`config.mk`:
```
export PLATFORM = sky130hd
export DESIGN_NAME = pbcd_counter
export DESIGN_NICKNAME = d
export VERILOG_FILES = /design/src/shared/pbcd_pkg.sv /design/src/core/pbcd_counter.sv
export SDC_FILE = /design/constraint.sdc
export NUM_CORES = 1
export LEC_CHECK = 0
export BUFFER_PORTS_ARGS = -buffer_cell sky130_fd_sc_hd__buf_2
export CORE_MARGIN = 10
export CORE_UTILIZATION = 40
export DETAILED_ROUTE_END_ITERATION = 10
export PLACE_DENSITY = 0.89
export SLEW_MARGIN = 20
export SYNTH_ARGS = -nofsm -noshare
export SYNTH_HDL_FRONTEND = slang
export SYNTH_SLANG_ARGS = --single-unit
```
`constraint.sdc`:
```
create_clock -name i_clock -period 2.15 [get_ports i_clock]
set_clock_uncertainty 0.1 [all_clocks]
set_input_delay 0.1075 -clock i_clock [delete_from_list [all_inputs] [get_ports i_clock]]
set_output_delay 0.1075 -clock i_clock [all_outputs]
set_load 0.005 [all_outputs]
```
`src/shared/pbcd_pkg.sv`:
```
// Constants, types and helpers for the presettable BCD decade counter.
// Assumes one clock domain and a classic Wishbone register slave.
// Contract
// - Count modulo ten in 8421 BCD weights.
// - Enabled count from nine goes to zero.
// - Outputs change on rising clock edge, except async clear and trickle-gated terminal count.
// - Priority: clear, then load, then count, then hold.
// - Async variant: low clear forces zero immediately.
// - Sync variant: low clear zeroes at next edge.
// - Low load copies preset data at next edge.
// - Count only when both enables are high.
// - Either enable low holds the count.
// - Terminal count is nine decode and trickle enable.
// - Illegal states rejoin sequence within two counts.
package pbcd_pkg;

    // Counter geometry
    localparam int unsigned CNT_W = 4;
    localparam logic [3:0] CNT_ZERO = 4'h0;
    localparam logic [3:0] CNT_NINE = 4'h9;
    localparam logic [3:0] CNT_ONE = 4'h1;

    // Register bus geometry
    localparam int unsigned ADR_W = 8;
    localparam int unsigned DAT_W = 32;

    // Register byte addresses
    localparam logic [7:0] REG_STATUS = 8'h00;
    localparam logic [7:0] REG_SWPRESET = 8'h04;
    localparam logic [7:0] REG_CMD = 8'h08;

    // Field positions
    localparam int unsigned STS_TC_BIT = 4;
    localparam int unsigned STS_ILLEGAL_BIT = 5;
    localparam int unsigned CMD_LOAD_BIT = 0;

    // Reset values
    localparam logic [31:0] DAT_ZERO = 32'h0000_0000;
    localparam logic [3:0] SWPRESET_RST = 4'h0;

    // Wishbone request bundle from the master
    typedef struct packed {
        logic cyc;
        logic stb;
        logic we;
        logic [3:0] sel;
        logic [7:0] adr;
        logic [31:0] dat;
    } pbcd_wb_req_t;

    // Whole state of the counter block
    typedef struct packed {
        logic [3:0] count;
        logic [3:0] swpreset;
        logic sw_load;
        logic ack;
        logic [31:0] rdat;
    } pbcd_state_t;

    localparam pbcd_state_t STATE_RST = '{
        count: CNT_ZERO,
        swpreset: SWPRESET_RST,
        sw_load: 1'b0,
        ack: 1'b0,
        rdat: DAT_ZERO
    };

    // Next value when counting; illegal states fold back fast
    function automatic logic [3:0] pbcd_next(input logic [3:0] cur);
        logic [3:0] res;
        res = CNT_ZERO;
        unique case (cur)
            CNT_NINE: res = CNT_ZERO;
            4'hA: res = 4'hB;
            4'hB: res = 4'h6;
            4'hC: res = 4'hD;
            4'hD: res = 4'h4;
            4'hE: res = 4'hF;
            4'hF: res = 4'h2;
            default: res = cur + CNT_ONE;
        endcase
        return res;
    endfunction : pbcd_next

endpackage : pbcd_pkg

```
`src/core/pbcd_counter.sv`:
```
// Presettable BCD decade counter with a small Wishbone register window.
// Assumes pins synchronous to i_clock and a classic single-cycle master.
//
// Chosen here: the address map and the Wishbone interface to the registers.
`timescale 1ns/1ns
module pbcd_counter #(
    parameter bit ASYNC_CLEAR = 1'b1
) (
    // Clock and system reset
    input wire logic i_clock,
    input wire logic i_rstn,
    // Clear inputs; only the one picked by ASYNC_CLEAR is used
    input wire logic i_async_clear_n,
    input wire logic i_sync_clear_n,
    // Load and count controls
    input wire logic i_load_n,
    input wire logic i_count_enable_parallel,
    input wire logic i_count_enable_trickle,
    input wire logic [3:0] i_preset_data,
    // Counter outputs
    output logic [3:0] o_count_out,
    output logic o_terminal_count,
    // Wishbone slave
    input wire pbcd_pkg::pbcd_wb_req_t i_wb,
    output logic [31:0] o_wb_dat,
    output logic o_wb_ack
);

    // Registered and next state
    pbcd_pkg::pbcd_state_t state_ff;
    pbcd_pkg::pbcd_state_t nxt_state;

    // Decoded controls
    logic clear_now;
    logic load_now;
    logic count_now;
    logic wb_req;
    logic wb_done;
    logic tc;
    logic illegal;

    // Sync clear exists only in the sync variant
    assign clear_now = !ASYNC_CLEAR && !i_sync_clear_n;
    // Pin load or a pending software load
    assign load_now = !i_load_n || state_ff.sw_load;
    // Both enables must be high
    assign count_now = i_count_enable_parallel && i_count_enable_trickle;
    // New request, not yet answered
    assign wb_req = i_wb.cyc && i_wb.stb && !state_ff.ack;
    // Edge at which the master sees ack: writes land here
    assign wb_done = i_wb.cyc && i_wb.stb && state_ff.ack;

    // Full decode of nine; it is combinational, so it may spike between
    // states and must only feed enables of later stages
    assign tc = state_ff.count[0] && !state_ff.count[1] && !state_ff.count[2]
        && state_ff.count[3] && i_count_enable_trickle;
    assign illegal = state_ff.count > pbcd_pkg::CNT_NINE;

    // Next-state logic
    always_comb begin
        nxt_state = state_ff;
        // Mode priority: clear, load, count, hold
        if (clear_now) begin
            nxt_state.count = pbcd_pkg::CNT_ZERO;
        end else if (load_now) begin
            // Pin data wins over the software preset
            nxt_state.count = !i_load_n ? i_preset_data : state_ff.swpreset;
        end else if (count_now) begin
            // Weighted 8-4-2-1, nine wraps to zero, illegal folds back
            nxt_state.count = pbcd_pkg::pbcd_next(state_ff.count);
        end else begin
            // Hold across the edge
            nxt_state.count = state_ff.count;
        end
        // Software load is a one-edge request
        nxt_state.sw_load = 1'b0;
        // Ack one cycle after the request, dropped the cycle after
        nxt_state.ack = wb_req;
        // Read data is captured as ack rises
        if (wb_req) begin
            unique case (i_wb.adr)
                pbcd_pkg::REG_STATUS: begin
                    nxt_state.rdat = pbcd_pkg::DAT_ZERO;
                    nxt_state.rdat[3:0] = state_ff.count;
                    nxt_state.rdat[pbcd_pkg::STS_TC_BIT] = tc;
                    nxt_state.rdat[pbcd_pkg::STS_ILLEGAL_BIT] = illegal;
                end
                pbcd_pkg::REG_SWPRESET: begin
                    nxt_state.rdat = pbcd_pkg::DAT_ZERO;
                    nxt_state.rdat[3:0] = state_ff.swpreset;
                end
                // Command reads zero; unmapped reads zero
                default: begin
                    nxt_state.rdat = pbcd_pkg::DAT_ZERO;
                end
            endcase
        end
        // Writes take effect at the acknowledged edge, low lane only
        if (wb_done && i_wb.we && i_wb.sel[0]) begin
            if (i_wb.adr == pbcd_pkg::REG_SWPRESET) begin
                nxt_state.swpreset = i_wb.dat[3:0];
            end
            if (i_wb.adr == pbcd_pkg::REG_CMD) begin
                nxt_state.sw_load = i_wb.dat[pbcd_pkg::CMD_LOAD_BIT];
            end
        end
    end

    // State register; the variant decides whether the clear is asynchronous
    generate
        if (ASYNC_CLEAR) begin : g_async
            // Clear acts without the clock and overrides everything
            always_ff @(posedge i_clock or negedge i_async_clear_n) begin
                if (!i_async_clear_n) begin
                    state_ff <= pbcd_pkg::STATE_RST;
                end else if (!i_rstn) begin
                    state_ff <= pbcd_pkg::STATE_RST;
                end else begin
                    state_ff <= nxt_state;
                end
            end
        end else begin : g_sync
            // Every change on the rising edge only
            always_ff @(posedge i_clock) begin
                if (!i_rstn) begin
                    state_ff <= pbcd_pkg::STATE_RST;
                end else begin
                    state_ff <= nxt_state;
                end
            end
        end
    endgenerate

    // Outputs
    assign o_count_out = state_ff.count;
    assign o_terminal_count = tc;
    assign o_wb_dat = state_ff.rdat;
    assign o_wb_ack = state_ff.ack;

    // Checks

    a_nine_wraps: assert property (
        @(posedge i_clock) disable iff (!i_rstn || !i_async_clear_n)
        (o_count_out == pbcd_pkg::CNT_NINE && count_now && !load_now && !clear_now)
        |=> (o_count_out == pbcd_pkg::CNT_ZERO))
        else $error("count did not wrap from nine to zero");

    a_legal_stays: assert property (
        @(posedge i_clock) disable iff (!i_rstn || !i_async_clear_n)
        (o_count_out <= pbcd_pkg::CNT_NINE && !load_now)
        |=> (o_count_out <= pbcd_pkg::CNT_NINE))
        else $error("count left the decimal range");

    a_count_step: assert property (
        @(posedge i_clock) disable iff (!i_rstn || !i_async_clear_n)
        (o_count_out < pbcd_pkg::CNT_NINE && count_now && !load_now && !clear_now)
        |=> (o_count_out == $past(o_count_out) + pbcd_pkg::CNT_ONE))
        else $error("count did not step by one");

    a_hold_value: assert property (
        @(posedge i_clock) disable iff (!i_rstn || !i_async_clear_n)
        (!count_now && !load_now && !clear_now) |=> $stable(o_count_out))
        else $error("count moved while disabled");

    a_load_wins: assert property (
        @(posedge i_clock) disable iff (!i_rstn || !i_async_clear_n)
        (!i_load_n && !clear_now) |=> (o_count_out == $past(i_preset_data)))
        else $error("preset data not loaded");

    a_tc_decode: assert property (
        @(posedge i_clock) disable iff (!i_rstn)
        o_terminal_count == (o_count_out == pbcd_pkg::CNT_NINE && i_count_enable_trickle))
        else $error("terminal count decode wrong");

    a_recover_two: assert property (
        @(posedge i_clock) disable iff (!i_rstn || !i_async_clear_n)
        (illegal && count_now && !load_now && !clear_now) ##1
        (count_now && !load_now && !clear_now)
        |=> (o_count_out <= pbcd_pkg::CNT_NINE))
        else $error("illegal state not recovered in two counts");

    a_sync_clear: assert property (
        @(posedge i_clock) disable iff (!i_rstn || ASYNC_CLEAR)
        !i_sync_clear_n |=> (o_count_out == pbcd_pkg::CNT_ZERO))
        else $error("sync clear did not zero the count");

    a_async_clear: assert property (
        @(posedge i_clock) disable iff (!i_rstn || !ASYNC_CLEAR)
        !i_async_clear_n |-> (o_count_out == pbcd_pkg::CNT_ZERO))
        else $error("async clear did not zero the count");

    a_ack_pulse: assert property (
        @(posedge i_clock) disable iff (!i_rstn)
        o_wb_ack |=> !o_wb_ack)
        else $error("ack held longer than one cycle");

    // Terminal count, priority and bus checks

    // Terminal count may only show in state nine; any other state
    // raising it would let a later stage count at the wrong time,
    // so the decode is watched on every edge
    a_tc_only_nine: assert property (
        @(posedge i_clock) disable iff (!i_rstn || !i_async_clear_n)
        (o_count_out != pbcd_pkg::CNT_NINE) |-> !o_terminal_count)
        else $error("terminal count high outside state nine");

    // Trickle enable gates terminal count directly, so a low trickle
    // enable must stop the ripple into the next stage in the same
    // cycle, not one edge later
    a_tc_trickle: assert property (
        @(posedge i_clock) disable iff (!i_rstn || !i_async_clear_n)
        !i_count_enable_trickle |-> !o_terminal_count)
        else $error("terminal count high with trickle enable low");

    // Load beats counting: both enables high together with a low
    // load still takes the preset data and does not step the count
    // from the old value
    a_load_over_count: assert property (
        @(posedge i_clock) disable iff (!i_rstn || !i_async_clear_n)
        (!i_load_n && !clear_now && count_now)
        |=> (o_count_out == $past(i_preset_data)))
        else $error("count won over a pin load");

    // In the synchronous build the clear beats a load at the same
    // edge; only meaningful there, so the other build switches it
    // off through the disable condition
    a_clear_over_load: assert property (
        @(posedge i_clock) disable iff (!i_rstn || ASYNC_CLEAR)
        (!i_sync_clear_n && !i_load_n) |=> (o_count_out == pbcd_pkg::CNT_ZERO))
        else $error("load won over the synchronous clear");

    // The asynchronous build ignores the synchronous clear pin; a
    // low level there with nothing else active must leave the count
    // where it was
    a_sync_ignored: assert property (
        @(posedge i_clock) disable iff (!i_rstn || !i_async_clear_n || !ASYNC_CLEAR)
        (!i_sync_clear_n && !load_now && !count_now) |=> $stable(o_count_out))
        else $error("unused synchronous clear moved the count");

    // A software load request takes the stored preset on the edge
    // after the command write, unless the load pin is also low, in
    // which case the pin data wins
    a_sw_load: assert property (
        @(posedge i_clock) disable iff (!i_rstn || !i_async_clear_n)
        (state_ff.sw_load && i_load_n && !clear_now)
        |=> (o_count_out == $past(state_ff.swpreset)))
        else $error("software load did not apply the preset");

    // The software load flag must fall after one edge; a stuck flag
    // would keep reloading and freeze the counter
    a_sw_load_pulse: assert property (
        @(posedge i_clock) disable iff (!i_rstn || !i_async_clear_n)
        state_ff.sw_load |=> !state_ff.sw_load)
        else $error("software load request held too long");

    // Odd non-decimal codes are the second step of the fold-back, so
    // one more count must land back in the decimal range whatever the
    // first illegal code was
    a_odd_illegal: assert property (
        @(posedge i_clock) disable iff (!i_rstn || !i_async_clear_n)
        (illegal && state_ff.count[0] && count_now && !load_now && !clear_now)
        |=> (o_count_out <= pbcd_pkg::CNT_NINE))
        else $error("odd illegal code did not rejoin the sequence");

    // Either enable alone low holds the count; checked one enable at
    // a time so that a decode using only one of them would be caught
    // here rather than passing the combined hold check
    a_hold_trickle: assert property (
        @(posedge i_clock) disable iff (!i_rstn || !i_async_clear_n)
        (!i_count_enable_trickle && !load_now && !clear_now) |=> $stable(o_count_out))
        else $error("count moved with trickle enable low");

    // Same hold check for the parallel enable on its own; a cascade
    // relies on it to freeze every stage while the first is stopped
    // by its own trickle input
    a_hold_parallel: assert property (
        @(posedge i_clock) disable iff (!i_rstn || !i_async_clear_n)
        (!i_count_enable_parallel && !load_now && !clear_now) |=> $stable(o_count_out))
        else $error("count moved with parallel enable low");

    // System reset leaves the count at zero and the bus idle; only
    // the asynchronous clear may cut in while reset is held, and it
    // gives the same values anyway
    a_reset_zero: assert property (
        @(posedge i_clock) disable iff (!i_async_clear_n)
        !i_rstn |=> (o_count_out == pbcd_pkg::CNT_ZERO && !o_wb_ack))
        else $error("reset did not clear count and ack");

    // In the asynchronous build the clear also drops the bus answer,
    // so an interrupted transfer is never acknowledged while the
    // block is held clear
    a_async_bus: assert property (
        @(posedge i_clock) disable iff (!i_rstn || !ASYNC_CLEAR)
        !i_async_clear_n |-> (!o_wb_ack && o_wb_dat == pbcd_pkg::DAT_ZERO))
        else $error("async clear left the bus answer standing");

    // Every new request is answered on the very next edge; a master
    // that waits for ack would otherwise stall until its own timeout
    // and the slave would look dead
    a_ack_follows: assert property (
        @(posedge i_clock) disable iff (!i_rstn || !i_async_clear_n)
        wb_req |=> o_wb_ack)
        else $error("request not acknowledged on the next edge");

    // Ack only ever answers a request taken on the previous edge, so
    // a stray pulse cannot complete a transfer that the master has
    // not yet started
    a_ack_needs_req: assert property (
        @(posedge i_clock) disable iff (!i_rstn || !i_async_clear_n)
        !wb_req |=> !o_wb_ack)
        else $error("ack without a request");

    // Read data stands until the next request is taken, so a master
    // that samples late in the ack cycle still sees the value that
    // was captured for it
    a_rdat_stands: assert property (
        @(posedge i_clock) disable iff (!i_rstn || !i_async_clear_n)
        !wb_req |=> $stable(o_wb_dat))
        else $error("read data changed without a request");

    // A status read returns the count as it stood when the request
    // was taken, in the low four bits with weight one at bit zero,
    // which is the value the master will see with ack
    a_status_count: assert property (
        @(posedge i_clock) disable iff (!i_rstn || !i_async_clear_n)
        (wb_req && i_wb.adr == pbcd_pkg::REG_STATUS)
        |=> (o_wb_dat[3:0] == $past(o_count_out)))
        else $error("status read did not return the count");

    // A preset write lands at the acknowledged edge and nowhere
    // else; the stored value must be the written low nibble once the
    // edge has passed
    a_preset_write: assert property (
        @(posedge i_clock) disable iff (!i_rstn || !i_async_clear_n)
        (wb_done && i_wb.we && i_wb.sel[0] && i_wb.adr == pbcd_pkg::REG_SWPRESET)
        |=> (state_ff.swpreset == $past(i_wb.dat[3:0])))
        else $error("preset write did not land");

endmodule : pbcd_counter

```
==> After elaboration in Yosys (flattened, before gate mapping) <==
Index checks and enable logic that the tools add are counted.
{ "totals": {"n_memories": 0, "mem_bits_rw": 0, "ff_bits": 42, "out_inout_bits": 38, "latchBits": 0, "in_bits": 58, "romBits": 0, "elab_cells": 47} }
{ "op_classes": {"n_shift": 0, "n_lt_le_gt_ge": 1, "n_mux": 10, "n_eq_ne": 13, "mul": 0, "n_reduce_logical": 17, "n_div": 0, "bitwise": 0, "add_sub_neg": 1} }
{ "ops": {"columns": ["operator", "count"], "rows": [
  ["$mux W42", 1],
  ["$mux W32", 1],
  ["$eq A4 B4 Y1 const B", 7],
  ["$pmux W4 S7", 1],
  ["$mux W4", 4],
  ["$pmux W6 S2", 1],
  ["$logic_and A1 B1 Y1", 10],
  ["$eq A8 B3 Y1 const B", 1],
  ["$eq A8 B4 Y1 const B", 1],
  ["$logic_not A8 Y1", 1],
  ["$ne A2 B1 Y1 const B", 3],
  ["$mux W5", 1],
  ["$add A4 B1 Y4 const B", 1],
  ["$gt A4 B4 Y1 const B", 1],
  ["$logic_not A1 Y1", 4],
  ["$ne A3 B1 Y1 const B", 1],
  ["$reduce_and A2 Y1", 1],
  ["$logic_or A1 B1 Y1", 1],
  ["$mux W1", 1]
]} }

==> Logic depth before layout (Yosys ltp) <==
Gate-level depths: netlist of run 1.
{ "depth": {"word_depth": 8, "mapped_depth": 6, "depth_no_buf": 6} }

==> Least setup slack after synthesis of run 1 <==
No wires, ideal clock.
{ "synth_timing": {"path_type": "flip-flop to flip-flop", "from": "register state_ff, in the netlist o_count_out[0]", "to": "register state_ff, in the netlist o_count_out[3]", "slack_ps": 489, "n_path_buf": 0, "stages_incl_launch_ff": 7, "required_ps": 1924, "setup_time_ps": 126, "synth_period_minus_slack_ps": 1661, "arrival_ps": 1436, "cell_sequence": "dfrtp_1 -> inv_1 -> ha_1 -> and2_1 -> o21ai_0 -> o211ai_1 -> a221o_1"} }
{ "synth_via": {"elab_chain_cells": 5, "word_cells_on_any_way": 12, "classes_between": "add/sub (1); eq/ne (7); mux (4)"} }
{ "synth_rtl": {"columns": ["item", "line_no", "text"], "rows": [
  ["start, declared", "pbcd_counter.sv:30", "pbcd_pkg::pbcd_state_t state_ff;"],
  ["start signal, assigned", "pbcd_counter.sv:115", "state_ff <= pbcd_pkg::STATE_RST;"],
  ["start signal, assigned", "pbcd_counter.sv:117", "state_ff <= pbcd_pkg::STATE_RST;"],
  ["start signal, assigned", "pbcd_counter.sv:119", "state_ff <= nxt_state;"],
  ["$add A4 B1 Y4 or $eq A4 B4 Y1 (tied branches)", "pbcd_pkg.sv:80, pbcd_pkg.sv:72", null],
  ["$pmux W4 S7 (*)", "pbcd_pkg.sv:72", "unique case (cur)"],
  ["$mux W4 (*)", "pbcd_counter.sv:68", "end else if (count_now) begin"],
  ["$mux W4 (*)", "pbcd_counter.sv:65", "end else if (load_now) begin"],
  ["$mux W42 (*)", "pbcd_counter.sv:116", "end else if (!i_rstn) begin"]
]} }
Every way passes the cells marked *; elsewhere a longest branch is shown, timed or not. The select of a mux whose other input is x is not followed.
A chain may end at the register's enable or synchronous reset.

==> Worst setup path in the final report of run 1 <==
Same ends and word-level chain as after synthesis.

==> qor.yml, run 1 <==
status: "finished, final reports clean"
tightest_slew_ns: 0.632
drive_gt1_frac: 0.281
drc: 0
internal-power_mw: 0.471
pwr-share-comb: 0.208
wl_per_cell_microns: 14.4
cts_made_buffers: 3
worstSetupPathType: "reg2reg"
cp_num_buf_inv: 1
required_ns: 2.23
design_area_sq_mm: 0.00141
final_cell_mix: "buf_2, conb_1, dfrtp_1, o21ai_0, nand2_1"
slowest_delay_ns: 0.47
crit_fanout: 6
cts_tree: "done"
period_share: 0.888
num_rows: 20
drt_pass1_iterations: 4
dieArea_sq_mm: 0.00582
start_kind: "flip-flop"
routabilityCongestion: 0.885
netlist_area_sq_mm: 0.00127
cp-startpoint: "o_count_out[0]$_DFFE_PN0P_"
cp-end-kind: "flip-flop"
fp.dieH_microns: 76.3
syn_area_per_cell_sq_um: 9.11
pwr-share-clk: 0.303
port-buffer-count: 37
r2r-end: "o_count_out[3]$_DFFE_PN0P_"
ant_nets: 0
vias: 1039
clock_sinks: 16
hold_viol: 0
postSynthCellCount: 139
antenna_found_initial: 0
arrival_ns: 1.99
wl_microns: 3090
first_iter_violations: 70
reg2regPathDepth: 6
rsz0062_at_grt: "false"
cts_buffer_depth: 2
coreArea_sq_mm: 0.00305
grt_pass1_wl_microns: 5120
max-cap-violations: 0
power.leakage_nw: 0.741
min_period_ns: 1.91
fmax_mhz: 524
grt_start_max_net_pins: 17
cp_cell_sequence: "inv_1, ha_1, and2_1, o21ai_0, o211ai_1, a221o_1"
cts_hold_buf: 6
clk_pin_slew_ns: 0.10
yosys_warnings: 0
r2r_start: "o_count_out[0]$_DFFE_PN0P_"
initial_core_util: 0.415
syn_to_final_growth_pct: 11.4
synth_seq_cells: 16
path_depth: 6
timing.critical_path.to: "o_count_out[3]$_DFFE_PN0P_"
mostFrequentLayoutCell: "buf_2"
grt_pass1_vias: 1079
insertedDiodeCount: 0
rrSetupSlack_ns: 0.24
final_max_slew_viol_count: 0
power.density_mw_per_mm2: 469
nNetsFinal: 235
post-dp-hpwl_microns: 2580
post_cts_buffers: 0
pwr-share-seq: 0.489
worstSkewPairLatency_ns: 0.29
grt.overflow.total: 0
finalSetupViolations: 0
cts_max_level: 1
swShare: 0.288
final.setup.tns_ns: 0
ys_types: 38
io_pins: 96
crit_family: "compound AO/OA/AOI/OAI gates"
peakVddDrop_uv: 255
cts_resized: 0
relSlewSlack: 0.573
p_switching_mw: 0.190
cp_slowest_cell: "dfrtp_1"
ys_seq_area_frac: 0.316
dpl_cell_area_sq_mm: 0.00131
min_path_type: "in2reg"
cts-root-buf: "clkbuf_4"
vias_per_cell: 4.83
die_w_microns: 76.3
grt_usage: 0.105
## worst min-delay path, stage by stage
cell     delay, ns
buf_2         0.08
mux2i_1       0.05
o22ai_1       0.12
## synthesized netlist by cell type
| cell type | n | share of area |
|---|---|---|
| nand2b_1 | 1 | 0.0049 |
| and4b_1 | 1 | 0.0079 |
| buf_2 | 1 | 0.0039 |
| buf_4 | 36 | 0.21 |
| nor2b_1 | 1 | 0.0049 |
| nand3b_1 | 1 | 0.0059 |
| conb_1 | 1 | 0.0030 |
| o22ai_1 | 4 | 0.020 |
| or4b_4 | 1 | 0.011 |
| a221o_1 | 1 | 0.0079 |
| o211ai_1 | 1 | 0.0059 |
| nand3_1 | 4 | 0.016 |
| and4_1 | 1 | 0.0069 |
| nor2_1 | 5 | 0.015 |
| ha_1 | 5 | 0.049 |
| nand4_1 | 1 | 0.0049 |
| o21ai_0 | 12 | 0.047 |
| nor4_4 | 1 | 0.017 |
| a22o_1 | 1 | 0.0069 |
| nand2_1 | 9 | 0.027 |
| a32o_1 | 1 | 0.0079 |
| o31ai_1 | 1 | 0.0059 |
| a21oi_1 | 2 | 0.0079 |
| mux2i_1 | 4 | 0.032 |
| clkbuf_1 | 3 | 0.0089 |
| inv_1 | 4 | 0.012 |
| nor4b_1 | 3 | 0.021 |
| dfrtp_1 | 16 | 0.32 |
| o32ai_1 | 1 | 0.0069 |
| nor3_1 | 1 | 0.0039 |
| and2_1 | 3 | 0.015 |
| a41o_1 | 1 | 0.0079 |
| a32o_2 | 4 | 0.036 |
| nand4b_1 | 1 | 0.0069 |
| and3_1 | 2 | 0.0099 |
| a211o_1 | 2 | 0.014 |
| o21a_1 | 1 | 0.0059 |
| nand2_2 | 1 | 0.0049 |
## how the worst min path moves through the flow
stage | startpoint | to | cells past startpoint
after floorplan | i_async_clear_n | o_count_out[0]$_DFFE_PN0P_ | 0
after global placement | i_async_clear_n | o_wb_dat[4]$_DFFE_PN0P_ | 1
after detailed placement | i_async_clear_n | o_wb_dat[4]$_DFFE_PN0P_ | 1
after CTS | i_wb[38] | state_ff[33]$_DFF_PN0_ | 4
after global routing | i_wb[44] | state_ff[33]$_DFF_PN0_ | 3
final | i_preset_data[2] | o_count_out[2]$_DFFE_PN0P_ | 3
## routing by layer
layer | share of wire | vias up | wire (microns) | GRT usage
met3 | 0.086 | 6 | 266 | 0.0495
met4 | 0.012 | 0 | 38 | 0.0260
met5 | 0 | - | 0 | 0
li1 | - | 503 | - | -
met2 | 0.52 | 46 | 1600 | 0.180
met1 | 0.38 | 484 | 1190 | 0.113
## cell families after synthesis
family,after synthesis,synth area share
buf+inv,44,0.238
other cells,1,0.00296
compound gates,32,0.180
fa+ha+maj,5,0.0494
mux,4,0.0316
simple gates,37,0.182
flops,16,0.316
## through the flow
step	total power, mW	hold slack (ns)	utilization	instances	setup WS [ns]
2_1_floorplan	0.442	-0.288	-	164	0.489
3_3_place_gp	0.452	-0.0651	0.430	205	0.311
3_5_place_dp	0.457	-0.0596	0.430	205	0.275
4_1_cts	0.662	0.0306	0.462	215	0.239
5_1_grt	0.699	0.0526	0.462	215	0.106
6_report	0.661	0.0283	0.462	215	0.241
## power by group through the flow
stage          logic, mW  clock network (mW)  registers (mW)
4_1_cts            0.136               0.203           0.323
6_report           0.138               0.200           0.323
3_5_place_dp       0.128                   0           0.329
5_1_grt            0.159               0.215           0.325
2_1_floorplan      0.120                   0           0.322
3_3_place_gp       0.123                   0           0.328
## flip-flops by register name (all words and copies together) (netlist names)
name         cells
o_wb_dat         6
state_ff         5
o_count_out      4
o_wb_ack         1
## area by class of cell
type	count	area (sq um)
repair buffers	43	245
fillers	318	1640
inverters	4	15.0
clock buffers	4	36.3
flip-flops and latches	16	400
well taps	44	55.1
multi-input cells	104	658
Note: power is estimated with default switching activity, not from simulation.
==> inputs of run 2 (changes only) <==
Settings changed: ABC_AREA from default to 1, CORE_UTILIZATION 40 to 41.
==> qor.yml, run 2 <==
status: "finished, final reports clean"
post-dp-hpwl_microns: 2630
drive_gt1_frac: 0.225
io_pins: 96
clock_sinks: 16
period_share: 0.791
fmax_mhz: 588
dieArea_sq_mm: 0.00602
vias: 1148
fp.dieH_microns: 77.6
nNetsFinal: 292
syn_area_per_cell_sq_um: 7.01
worstSetupPathType: "reg2out"
ys_types: 23
yosys.area.top_type: "dfrtp_1"
ys_async_sr_fraction: 1.00
min_path_type: "in2reg"
start_kind: "flip-flop"
worstSkewPairLatency_ns: 0.28
grt_usage: 0.102
cp_slowest_cell: "dfrtp_1"
final_cell_mix: "nand2_1, buf_2, conb_1, inv_1, dfrtp_1"
cts_buffer_depth: 2
insertedDiodeCount: 0
num_rows: 20
crit_family: "flip-flops"
ant_nets: 0
max-cap-violations: 0
synth_most_common_cell: "nand2_1"
rsz0062_at_grt: "false"
drc: 0
cts_tree: "done"
synthDominantCellAreaShare: 0.294
ys.flop_type: "dfrtp_1"
mostFrequentLayoutCell: "nand2_1"
hold_viol: 0
grt_start_max_net_pins: 17
wl_microns: 3100
coreArea_sq_mm: 0.00310
power.density_mw_per_mm2: 444
slowest_delay_ns: 0.47
cp-end-kind: "output pin"
port-buffer-count: 37
ys_top_cells_by_area: "dfrtp_1, buf_4, nand2_1"
die_w_microns: 77.6
grt_pass1_wl_microns: 5280
cts_max_level: 1
syn_to_final_growth_pct: 9.84
wl_per_cell_microns: 11.4
synthTopCellsByCount: "nand2_1, buf_4, dfrtp_1, inv_1, nand3_1"
power.leakage_nw: 0.927
cts-root-buf: "clkbuf_4"
yosys_warnings: 0
ys_seq_area_frac: 0.294
final_max_slew_viol_count: 0
min_period_ns: 1.70
required_ns: 1.94
grt.overflow.total: 0
vias_per_cell: 4.24
antenna_found_initial: 0
finalSetupViolations: 0
p_total_mw: 0.663
grt_pass1_vias: 1168
cp_num_buf_inv: 2
peakVddDrop_uv: 296
first_iter_violations: 81
clk_pin_slew_ns: 0.09
cts_made_buffers: 3
postSynthCellCount: 194
initial_core_util: 0.438
arrival_ns: 1.49
final.setup.tns_ns: 0
drt_pass1_iterations: 4
crit_fanout: 7
synth_edf_count: 0
cp_cell_sequence: "inv_1, ha_1, nand3_2, nor2_1, buf_2"
largest_register_ff_count: 6
synth_seq_cells: 16
routabilityCongestion: 0.899
netlist_area_sq_mm: 0.00136
-- run 2: changes by cell type after synthesis, sizes merged, moves of 4 or more --
| cell | change |
|---|---|
| nand2 | +59 |
| inv | +13 |
| nand3 | +12 |
| nor2 | +11 |
| o21ai | -9 |
| a32o | -5 |
| mux2i | -4 |
-- run 2: area by class of cell --
type,count,area [sq um]
Fill cell,334,1610
Multi-Input combinational cell,147,699
Sequential cell,16,400
Timing Repair Buffer,44,253
Inverter,17,63.8
Tap cell,44,55.1
Clock buffer,3,22.5
-- run 2: kinds of logic after synthesis --
logic type | synth area share
flip-flops | 0.294
buffers and inverters | 0.260
other | 0.00276
AO/OA/AOI/OAI | 0.0294
XOR/XNOR | 0.00644
adder cells (fa/ha/maj) | 0.0460
AND/OR/NAND/NOR | 0.361
-- run 2: worst min-delay path: stages --
cell and delay [ns]:
buf_2 0.09, inv_1 0.04, nand4_1 0.08, nor2_1 0.04
-- run 2: path summary, 6_finish.rpt --
kind | start | slack (ns) | end | cells after the start
max in group asynchronous | i_async_clear_n | 1.52 | state_ff[35]$_DFFE_PN0P_ | 2
max reg2reg | o_count_out[0]$_DFFE_PN0P_ | 0.45 | o_count_out[3]$_DFFE_PN0P_ | 10
min in group asynchronous | i_async_clear_n | 0.17 | o_wb_dat[5]$_DFFE_PN0P_ | 2
max | o_count_out[1]$_DFFE_PN0P_ | 0.45 | o_terminal_count | 5
min reg2reg | o_wb_dat[2]$_DFFE_PN0P_ | 0.38 | o_wb_dat[2]$_DFFE_PN0P_ | 2
min | i_wb[34] | 0.007 | state_ff[33]$_DFF_PN0_ | 4
-- run 2: metrics by stage --
stage          instances  hold slack (ns)  utilization  setup slack, ns  cell area (sq um)
2_1_floorplan        219           -0.288            -            0.541               1450
3_3_place_gp         262          -0.0651        0.455            0.467               1410
3_5_place_dp         262          -0.0619        0.455            0.454               1410
4_1_cts              271          0.00283        0.481            0.434               1490
5_1_grt              271           0.0207        0.481            0.261               1490
6_report             271          0.00706        0.481            0.449               1490
-- run 2: report_power, final --
group	leakage, nW	switching, mW	total [mW]	internal (mW)
clock network	0.0138	0.0865	0.151	0.0649
logic	0.694	0.106	0.181	0.0746
registers	0.219	0.0205	0.331	0.310
total	0.927	0.213	0.663	0.450
-- run 2: routing by layer --
metal,track usage,up-vias,routed length [microns]
li1,-,606,-
met1,0.120,491,1310
met2,0.167,49,1450
met3,0.0530,2,327
met4,0.0109,0,8
met5,0,-,0
-- run 2: timing repair --
action,CTS,global route
hold endpoints to repair,21,0
buffers inserted,0,0
setup endpoints to repair,0,0
hold buffers,6,0
resized for setup,0,0
